## src/drive_status_defs.vh

```
`ifndef DRIVE_STATUS_DEFS_VH
`define DRIVE_STATUS_DEFS_VH

// ==========================================
// Timing
`define CLK_KHZ 100000
`define FLASH_HALF_MS 500
`define FLASH_CNT_W 32

// ==========================================
// Register byte addresses
`define ADDR_W 8
`define REG_CTRL 8'h00
`define REG_IRQ_STATUS 8'h04
`define REG_IRQ_MASK 8'h08
`define REG_WORD01 8'h0C
`define REG_WORD23 8'h10
`define REG_LAMPS 8'h14
`define REG_DISPLAY 8'h18

// ==========================================
// Control register bits (write-one pulses)
`define CTRL_HIST_CLR 0
`define CTRL_DISP_ACK 1

// ==========================================
// Interrupt status bits
`define IRQ_W 4
`define IRQ_TRIP 0
`define IRQ_DUP_ADDR 1
`define IRQ_NET_ERR 2
`define IRQ_NET_TMO 3

// ==========================================
// Bus responses
`define RESP_OKAY 2'b00
`define RESP_SLVERR 2'b10

// ==========================================
// Lamp modes
`define LAMP_OFF 3'h0
`define LAMP_GREEN 3'h1
`define LAMP_FLASH_GREEN 3'h2
`define LAMP_RED 3'h3
`define LAMP_FLASH_RED 3'h4

// ==========================================
// Status byte bit positions
`define ST_FWD 0
`define ST_REV 1
`define ST_TRIP 2
`define ST_ARRIVAL 4
`define ST_TERM_LO 5

// ==========================================
// State codes and trip codes
`define STATE_STOP 8'h00
`define STATE_RUN 8'h01
`define STATE_JOG 8'h02
`define STATE_COAST 8'h03
`define STATE_DC_BRAKE 8'h04
`define STATE_TRIP_SAVE 8'h09
`define STATE_TRIP 8'h0A
`define STATE_UNDERVOLT 8'h0B
`define STATE_TUNE_FIRST 8'h65
`define STATE_TUNE_LAST 8'h74
`define TRIP_NONE 8'h00
`define FATAL_TRIP_CODE_A 8'h0B
`define FATAL_TRIP_CODE_B 8'h0C

// ==========================================
// Scaling: raw inputs carry 8 fractional bits
`define FRAC_BITS 8
`define FREQ_SCALE 16'h0064
`define CURR_SCALE 16'h000A

`endif

```

## src/bicolour_lamp.v

```verilog
`include "drive_status_defs.vh"
`default_nettype none

module bicolour_lamp (
	input wire core_clk,
	input wire rst,
	input wire [2:0] mode,
	input wire flash_phase,
	output reg green,
	output reg red
);

// ==========================================
// Lamp drive
// Flash colours follow the shared phase so both lamps blink together
always @(posedge core_clk) begin
	if (rst) begin
		green <= 1'b0;
		red <= 1'b0;
	end else begin
		case (mode)
			`LAMP_GREEN: begin
				green <= 1'b1;
				red <= 1'b0;
			end
			`LAMP_FLASH_GREEN: begin
				green <= flash_phase;
				red <= 1'b0;
			end
			`LAMP_RED: begin
				green <= 1'b0;
				red <= 1'b1;
			end
			`LAMP_FLASH_RED: begin
				green <= 1'b0;
				red <= flash_phase;
			end
			default: begin
				green <= 1'b0;
				red <= 1'b0;
			end
		endcase
	end
end

endmodule
`default_nettype wire

```

## src/drive_status_produced_data.v

```verilog
// Summary of operation
// - Module lamp: green, flash green, flash red, off
// - Module lamp steady red only on fatal trips
// - Network lamp shows online, idle, error, timeout, offline
// - All produced words zero after power-up idle
// - Word 0: status byte low, state code high
// - Scalars are unsigned value times scale factor
// - Word 1 is frequency in hundredths hertz
// - Word 2 is current in tenths ampere
// - Word 3 trip code, zero means none
// - Trip sets trip bit, loads trip code
// - Stop/reset clears trip bit, code stays
// - Stop/reset zeroes status run and arrival bits, frequency, current
// - Duplicate address shown while stopped, cleared run/key
// - Status byte bit layout
// - State code byte values
//
// The AXI4-Lite slave port and the placing of the registers were chosen for this implementation.
`include "drive_status_defs.vh"
`default_nettype none

module drive_status_produced_data #(
	parameter [31:0] FLASH_HALF_CYCLES = `FLASH_HALF_MS * `CLK_KHZ
) (
	input wire core_clk,
	input wire rst,
	// AXI4-Lite slave
	input wire [7:0] s_axi_awaddr,
	input wire s_axi_awvalid,
	output wire s_axi_awready,
	input wire [31:0] s_axi_wdata,
	input wire [3:0] s_axi_wstrb,
	input wire s_axi_wvalid,
	output wire s_axi_wready,
	output reg [1:0] s_axi_bresp,
	output reg s_axi_bvalid,
	input wire s_axi_bready,
	input wire [7:0] s_axi_araddr,
	input wire s_axi_arvalid,
	output wire s_axi_arready,
	output reg [31:0] s_axi_rdata,
	output reg [1:0] s_axi_rresp,
	output reg s_axi_rvalid,
	input wire s_axi_rready,
	output wire irq,
	// Drive core state
	input wire power_ok,
	input wire standby,
	input wire forward_running_flag,
	input wire reverse_running_flag,
	input wire freq_arrival,
	input wire [2:0] input_terminals,
	input wire [7:0] state_code,
	input wire [15:0] out_freq_hz_q8,
	input wire [15:0] out_current_a_q8,
	input wire trip_event,
	input wire [7:0] trip_code_in,
	input wire stop_reset,
	input wire key_press,
	// Network side
	input wire net_connected,
	input wire net_scanning,
	input wire net_critical_err,
	input wire net_timeout,
	input wire dup_addr_detect,
	input wire [5:0] own_node_addr,
	input wire poll_req,
	output reg poll_ack,
	output reg [15:0] produced_word0,
	output reg [15:0] produced_word1,
	output reg [15:0] produced_word2,
	output reg [15:0] produced_word3,
	// Lamps and display
	output wire module_state_lamp_green,
	output wire module_state_lamp_red,
	output wire network_state_lamp_green,
	output wire network_state_lamp_red,
	output reg show_node_addr,
	output reg [5:0] display_addr
);

// ==========================================
// Helpers
// Fixed-point to scaled integer, truncating toward zero
function [15:0] scale_q8;
	input [15:0] raw;
	input [15:0] factor;
	reg [31:0] prod;
	begin
		prod = raw * factor;
		scale_q8 = prod[`FRAC_BITS +: 16];
	end
endfunction

function is_fatal;
	input [7:0] code;
	begin
		is_fatal = (code == `FATAL_TRIP_CODE_A) || (code == `FATAL_TRIP_CODE_B);
	end
endfunction

// ==========================================
// Flash divider
reg [`FLASH_CNT_W-1:0] flash_cnt;
reg flash_phase;

// One-cycle tick every half period toggles the phase
always @(posedge core_clk) begin
	if (rst) begin
		flash_cnt <= {`FLASH_CNT_W{1'b0}};
		flash_phase <= 1'b0;
	end else if (flash_cnt == FLASH_HALF_CYCLES - 32'h0000_0001) begin
		flash_cnt <= {`FLASH_CNT_W{1'b0}};
		flash_phase <= ~flash_phase;
	end else begin
		flash_cnt <= flash_cnt + 32'h0000_0001;
	end
end

// ==========================================
// Trip retention and stopped state
reg trip_active;
reg [7:0] trip_code;
reg stopped;
wire hist_clr;
wire running;

assign running = forward_running_flag | reverse_running_flag;

// Trip bit and code; a trip in the clearing cycle wins
always @(posedge core_clk) begin
	if (rst) begin
		trip_active <= 1'b0;
		trip_code <= `TRIP_NONE;
	end else begin
		if (trip_event) begin
			trip_active <= 1'b1;
			trip_code <= trip_code_in;
		end else begin
			// Stop/reset is ignored while trip history is being saved
			if (stop_reset && state_code != `STATE_TRIP_SAVE)
				trip_active <= 1'b0;
			if (hist_clr)
				trip_code <= `TRIP_NONE;
		end
	end
end

// Stop/reset blanks live values until the motor runs again
always @(posedge core_clk) begin
	if (rst)
		stopped <= 1'b1;
	else if (stop_reset)
		stopped <= 1'b1;
	else if (running)
		stopped <= 1'b0;
end

// ==========================================
// Produced image snapshot
wire [7:0] status_byte;
wire [15:0] live_word0;
wire [15:0] live_word1;
wire [15:0] live_word2;

assign status_byte = {input_terminals, freq_arrival & ~stopped, 1'b0, trip_active,
	reverse_running_flag & ~stopped, forward_running_flag & ~stopped};
assign live_word0 = {state_code, status_byte};
assign live_word1 = stopped ? 16'h0000 : scale_q8(out_freq_hz_q8, `FREQ_SCALE);
assign live_word2 = stopped ? 16'h0000 : scale_q8(out_current_a_q8, `CURR_SCALE);

// Whole image captured on one edge so the host never sees a mix
always @(posedge core_clk) begin
	if (rst) begin
		produced_word0 <= 16'h0000;
		produced_word1 <= 16'h0000;
		produced_word2 <= 16'h0000;
		produced_word3 <= 16'h0000;
		poll_ack <= 1'b0;
	end else begin
		poll_ack <= poll_req;
		if (poll_req) begin
			produced_word0 <= live_word0;
			produced_word1 <= live_word1;
			produced_word2 <= live_word2;
			produced_word3 <= {8'h00, trip_code};
		end
	end
end

// ==========================================
// Duplicate node address display
wire disp_ack;

// Shown only while stopped; run or a key press restores the display
always @(posedge core_clk) begin
	if (rst) begin
		show_node_addr <= 1'b0;
		display_addr <= 6'h00;
	end else if (running || key_press || disp_ack) begin
		show_node_addr <= 1'b0;
	end else if (dup_addr_detect && state_code == `STATE_STOP) begin
		show_node_addr <= 1'b1;
		display_addr <= own_node_addr;
	end
end

// ==========================================
// Lamp modes
reg [2:0] ms_mode;
reg [2:0] ns_mode;

// Fatal codes take priority over flashing trip red
always @* begin
	if (!power_ok)
		ms_mode = `LAMP_OFF;
	else if (trip_active && is_fatal(trip_code))
		ms_mode = `LAMP_RED;
	else if (trip_active)
		ms_mode = `LAMP_FLASH_RED;
	else if (standby)
		ms_mode = `LAMP_FLASH_GREEN;
	else
		ms_mode = `LAMP_GREEN;
end

// Errors outrank link state; scanning turns idle into online
always @* begin
	if (!power_ok)
		ns_mode = `LAMP_OFF;
	else if (net_critical_err)
		ns_mode = `LAMP_RED;
	else if (net_timeout)
		ns_mode = `LAMP_FLASH_RED;
	else if (net_connected && net_scanning)
		ns_mode = `LAMP_GREEN;
	else if (net_connected)
		ns_mode = `LAMP_FLASH_GREEN;
	else
		ns_mode = `LAMP_OFF;
end

bicolour_lamp module_lamp (
	.core_clk(core_clk),
	.rst(rst),
	.mode(ms_mode),
	.flash_phase(flash_phase),
	.green(module_state_lamp_green),
	.red(module_state_lamp_red)
);

bicolour_lamp network_lamp (
	.core_clk(core_clk),
	.rst(rst),
	.mode(ns_mode),
	.flash_phase(flash_phase),
	.green(network_state_lamp_green),
	.red(network_state_lamp_red)
);

// ==========================================
// AXI4-Lite write path
reg aw_held;
reg w_held;
reg [7:0] aw_addr;
reg [31:0] w_data;
reg [3:0] w_strb;
wire wr_fire;
wire wr_hit;

assign s_axi_awready = ~aw_held & ~s_axi_bvalid;
assign s_axi_wready = ~w_held & ~s_axi_bvalid;
assign wr_fire = aw_held & w_held & ~s_axi_bvalid;
assign wr_hit = (aw_addr == `REG_CTRL) || (aw_addr == `REG_IRQ_STATUS) ||
	(aw_addr == `REG_IRQ_MASK);
assign hist_clr = wr_fire && aw_addr == `REG_CTRL && w_strb[0] && w_data[`CTRL_HIST_CLR];
assign disp_ack = wr_fire && aw_addr == `REG_CTRL && w_strb[0] && w_data[`CTRL_DISP_ACK];

// Address and data latched in either order; response after both
always @(posedge core_clk) begin
	if (rst) begin
		aw_held <= 1'b0;
		w_held <= 1'b0;
		aw_addr <= 8'h00;
		w_data <= 32'h0000_0000;
		w_strb <= 4'h0;
		s_axi_bvalid <= 1'b0;
		s_axi_bresp <= `RESP_OKAY;
	end else begin
		if (s_axi_awvalid && s_axi_awready) begin
			aw_held <= 1'b1;
			aw_addr <= {s_axi_awaddr[7:2], 2'b00};
		end
		if (s_axi_wvalid && s_axi_wready) begin
			w_held <= 1'b1;
			w_data <= s_axi_wdata;
			w_strb <= s_axi_wstrb;
		end
		if (wr_fire) begin
			aw_held <= 1'b0;
			w_held <= 1'b0;
			s_axi_bvalid <= 1'b1;
			s_axi_bresp <= wr_hit ? `RESP_OKAY : `RESP_SLVERR;
		end else if (s_axi_bvalid && s_axi_bready) begin
			s_axi_bvalid <= 1'b0;
		end
	end
end

// ==========================================
// Interrupt status and mask
reg [`IRQ_W-1:0] irq_status;
reg [`IRQ_W-1:0] irq_mask;
reg net_err_d;
reg net_tmo_d;
wire [`IRQ_W-1:0] irq_set;
wire [`IRQ_W-1:0] irq_clr;

assign irq_set = {net_timeout & ~net_tmo_d, net_critical_err & ~net_err_d,
	dup_addr_detect, trip_event};
assign irq_clr = (wr_fire && aw_addr == `REG_IRQ_STATUS && w_strb[0]) ?
	w_data[`IRQ_W-1:0] : {`IRQ_W{1'b0}};
assign irq = |(irq_status & irq_mask);

// Set beats a write-one clear in the same cycle
always @(posedge core_clk) begin
	if (rst) begin
		irq_status <= {`IRQ_W{1'b0}};
		irq_mask <= {`IRQ_W{1'b0}};
		net_err_d <= 1'b0;
		net_tmo_d <= 1'b0;
	end else begin
		net_err_d <= net_critical_err;
		net_tmo_d <= net_timeout;
		irq_status <= (irq_status & ~irq_clr) | irq_set;
		if (wr_fire && aw_addr == `REG_IRQ_MASK && w_strb[0])
			irq_mask <= w_data[`IRQ_W-1:0];
	end
end

// ==========================================
// AXI4-Lite read path
assign s_axi_arready = ~s_axi_rvalid;

// Single outstanding read, data one cycle after the address
always @(posedge core_clk) begin
	if (rst) begin
		s_axi_rvalid <= 1'b0;
		s_axi_rdata <= 32'h0000_0000;
		s_axi_rresp <= `RESP_OKAY;
	end else if (s_axi_arvalid && s_axi_arready) begin
		s_axi_rvalid <= 1'b1;
		s_axi_rresp <= `RESP_OKAY;
		case ({s_axi_araddr[7:2], 2'b00})
			`REG_CTRL: s_axi_rdata <= 32'h0000_0000;
			`REG_IRQ_STATUS: s_axi_rdata <= {28'h0000000, irq_status};
			`REG_IRQ_MASK: s_axi_rdata <= {28'h0000000, irq_mask};
			`REG_WORD01: s_axi_rdata <= {produced_word1, produced_word0};
			`REG_WORD23: s_axi_rdata <= {produced_word3, produced_word2};
			`REG_LAMPS: s_axi_rdata <= {26'h0000000, ns_mode, ms_mode};
			`REG_DISPLAY: s_axi_rdata <= {25'h0000000, show_node_addr, display_addr};
			default: begin
				s_axi_rdata <= 32'h0000_0000;
				s_axi_rresp <= `RESP_SLVERR;
			end
		endcase
	end else if (s_axi_rvalid && s_axi_rready) begin
		s_axi_rvalid <= 1'b0;
	end
end

endmodule
`default_nettype wire

```

## config.mk

```make
export PLATFORM = sky130hd
export DESIGN_NAME = drive_status_produced_data
export DESIGN_NICKNAME = d
export VERILOG_FILES = /design/src/bicolour_lamp.v /design/src/drive_status_produced_data.v
export VERILOG_INCLUDE_DIRS = /design/src /design/src/src
export SDC_FILE = /design/constraint.sdc
export NUM_CORES = 1
export LEC_CHECK = 0
export BUFFER_PORTS_ARGS = -buffer_cell sky130_fd_sc_hd__buf_2
export CELL_PAD_IN_SITES_DETAIL_PLACEMENT = 1
export CELL_PAD_IN_SITES_GLOBAL_PLACEMENT = 2
export CORE_UTILIZATION = 28
export DETAILED_ROUTE_END_ITERATION = 12
export PLACE_DENSITY_LB_ADDON = 0.3
export SKIP_LAST_GASP = 1
export SLEW_MARGIN = 0
export SYNTH_ARGS = -nofsm -noshare
export SYNTH_HDL_FRONTEND = slang
export SYNTH_SLANG_ARGS = --single-unit
```

## constraint.sdc

```tcl
create_clock -name core_clk -period 3.9 [get_ports core_clk]
set_input_delay 1.17 -clock core_clk [delete_from_list [all_inputs] [get_ports core_clk]]
set_output_delay 1.17 -clock core_clk [all_outputs]
set_load 0.005 [all_outputs]
```

==> summary.md <==
| Metric | Value |
|---|---|
| RSZ-0062 raised after global routing | `false` |
| Initial antenna violation count | `0` |
| Area delta synth->final | `25.0%` |
| Tot Pwr | `4.41 mW` |
| CP required | `4.18 ns` |
| Sequential area share after synthesis | `0.376` |
| Post-route DRC | `0` |
| P_leak | `5.05 nW` |
| CP endpoint kind | `flop` |
| Final Hold Fails | `0` |
| Met2 global-route usage | `0.281` |
| YS warnings | `0` |
| Synth cell types | `67` |
| Sequential Area | `3260 sq um` |
| CTS tree | `built` |
| Placement Rows | `64` |
| Total Routing Usage GR | `0.171` |
| GRT busiest layer | `met2` |
| Post-synth top flop | `dfxtp_1` |
| Via density | `4.75` |
| Largest cells by area after synthesis | `dfxtp_1, ha_1, nor2_1` |
| Outcome | `complete, no violations` |
| Global-route wire length before repair | `41800 um` |
| Crit Path Category | `in -> reg` |
| PD cells | `406 nW/um^2` |
| Post-layout util | `0.355` |
| DR WL/cell | `16.6 um` |
| Mapped Cells | `997` |
| CTS resizes | `0` |
| Pin count of the biggest net entering global routing | `67` |
| Post-synth EDFFs | `0` |
| Core ar. | `30600 sq um` |
| Final setup fails | `0` |
| Die ar. | `31700 sq um` |
| CP Max Fanout | `4` |
| Hold Path Class | `reg -> reg` |
| CTS sink cnt | `163` |
| Yosys top cell area share | `0.376` |
| Die height | `178 um` |
| DR vias | `7691` |
| Clk_skew | `0.0115 ns` |
| # port buffers | `195` |
| WP data arrival | `4.00 ns` |
| Routed WL | `26900 um` |
| Io pins | `248` |
| R2R cell count | `6` |
| Latest clock arrival within the worst-skew pair | `0.43 ns` |
| Share of cells above drive strength 1 | `0.235` |
| Root buf cell | `clkbuf_16` |
| Total of max-cap violations | `0` |
| Antenna cells | `0` |
| Fin. max-slew vios | `0` |
| CTS max path bufs | `2` |
| Filler cells | `3681` |
| Area used by multi-input combinational logic | `4960 sq um` |
| VDD IR max | `0.294 mV` |
| Hold slack final | `0.452 ns` |
| Ys async rst share | `0` |
| M1 GR Usage | `0.233` |
| Total Nets Final | `1427` |
| Worst-margin pin slew | `0.972 ns` |
| DP Wirelength | `21000 um` |
| Routed Antenna Nets | `0` |
| Hold path depth | `2` |
| Mean Syn Cell Area | `8.71 sq um` |
| CTS clk-pin slew, worst paths | `0.08 ns` |
| Largest area contributor in the netlist | `dfxtp_1` |
| Die W | `178 um` |
| 1st-pass router iterations | `5` |
| Placed insts | `1587` |
| Final Cycle Share | `0.953` |
| Netlist Area Pre-Place | `8690 sq um` |
| Vias in the first global route | `7563` |
| Post-CTS Hold Fix Bufs | `0` |
| H-Tree Level Count | `4` |
| Starting density of the core | `0.284` |
| F_max | `0.269 GHz` |
| CP startpoint kind | `input port` |
| Post-route minimum period | `3.72 ns` |
| Clock buffers created by TritonCTS | `17` |
| Post-CTS Setup Inserts | `0` |
| Fin Setup TNS | `0 ns` |
| DRT iter0 DRCs | `330` |
| Slew HR | `0.349` |
| Non-Filler Instances | `1619` |
| Grt total ovfl | `0` |
| Seq cells post-synth | `163` |
| Met3 Use GR | `0.0315` |
| GPL Wtd Cong | `0.788` |
[state kept, by name, summed over array words and instances (netlist names), 4 cells and up]
name,flops
trip_code,8
w_data,4
irq_status,4
display_addr,6
flash_cnt,32
aw_addr,6
produced_word0,15
irq_mask,4
produced_word2,12
s_axi_rdata,31
produced_word1,15
produced_word3,8
[kinds of logic (layout without fill, tap and decap cells)]
kind of cell | after synthesis | count (layout) | synth area share
AND/OR/NAND/NOR | 353 | 353 | 0.194
AO/OA/AOI/OAI | 176 | 176 | 0.133
flip-flops | 163 | 163 | 0.376
buffers and inverters | 122 | 332 | 0.0606
adder cells (fa/ha/maj) | 87 | 87 | 0.134
XOR/XNOR | 49 | 49 | 0.0494
multiplexers | 46 | 46 | 0.0534
other | 1 | 17 | 0.000432
[final cells by class]
type,count,share of cell area
multi-input cells,728,0.457
flip-flops and latches,163,0.300
repair buffers,237,0.119
well taps,396,0.0456
clock buffers,17,0.0392
inverters,63,0.0218
clock inverters,15,0.0171
[worst paths after layout]
kind / start / to / slack, ns
min reg2reg: s_axi_rdata[12] / s_axi_rdata[12] / 0.45
min: s_axi_rdata[12] / s_axi_rdata[12] / 0.45
max reg2reg: aw_addr[7] / trip_code[4] / 1.56
max: out_freq_hz_q8[6] / produced_word1[11] / 0.18
[layer usage]
layer	up-vias	wire length, um
li1	3839	-
met1	3704	13200
met3	11	1040
met5	-	0
met4	0	138
met2	137	12500
[cells in the mapped netlist, types with 3 or more instances]
library cell,n
buf_2,4
buf_4,17
nand4_1,16
ha_1,77
clkbuf_1,35
inv_1,63
nor3_1,9
nor3b_1,4
fa_1,10
and2_1,6
and3_1,15
and4_1,5
or3_1,4
xnor2_1,16
a22o_1,5
mux2_2,3
a21oi_1,68
nand2b_1,4
o21ai_0,27
a22oi_1,30
nand2_1,58
buf_1,3
xor2_1,33
mux2i_1,43
nor2b_1,18
a32o_1,3
dfxtp_1,163
a21o_1,5
nor2_1,159
a211oi_1,3
a31oi_1,4
nor4_1,5
nand3_1,32
[critical path, cell delays in order]
cell	delay, ns
buf_2	0.14
ha_1	0.30
ha_1	0.28
inv_1	0.05
fa_1	0.49
inv_1	0.04
ha_1	0.32
and2_1	0.16
and3_1	0.20
and4bb_2	0.28
nor3_2	0.27
mux2i_1	0.23
o21ai_0	0.08
[report_power, final]
group,internal [mW],switching [mW],total [mW]
clock,0.925,0.819,1.74
sequential,1.72,0.0518,1.77
combinational,0.423,0.475,0.898
[stage by stage]
stage | area [sq um] | worst slack [ns]
3_5_place_dp | 10200 | -0.266
3_3_place_gp | 10200 | -0.250
4_1_cts | 10900 | 0.180
6_report | 10900 | 0.183
5_1_grt | 10900 | 0.0403
2_1_floorplan | 8750 | 0.00810
[cell usage in the layout (no fill, tap or decap), types with 6 or more instances in the layout]
cell type and instances:
buf_2 194, dfxtp_1 163, nor2_1 159, ha_1 77
a21oi_1 67, inv_1 63, nand2_1 58, mux2i_1 43
buf_4 43, xor2_1 33, nand3_1 32, a22oi_1 30
o21ai_0 27, nor2b_1 18, conb_1 17, clkbuf_16 17
xnor2_1 16, nand4_1 16, and3_1 15, fa_1 10
nor3_1 9, and2_1 6
Note: power is estimated with default switching activity, not from simulation.
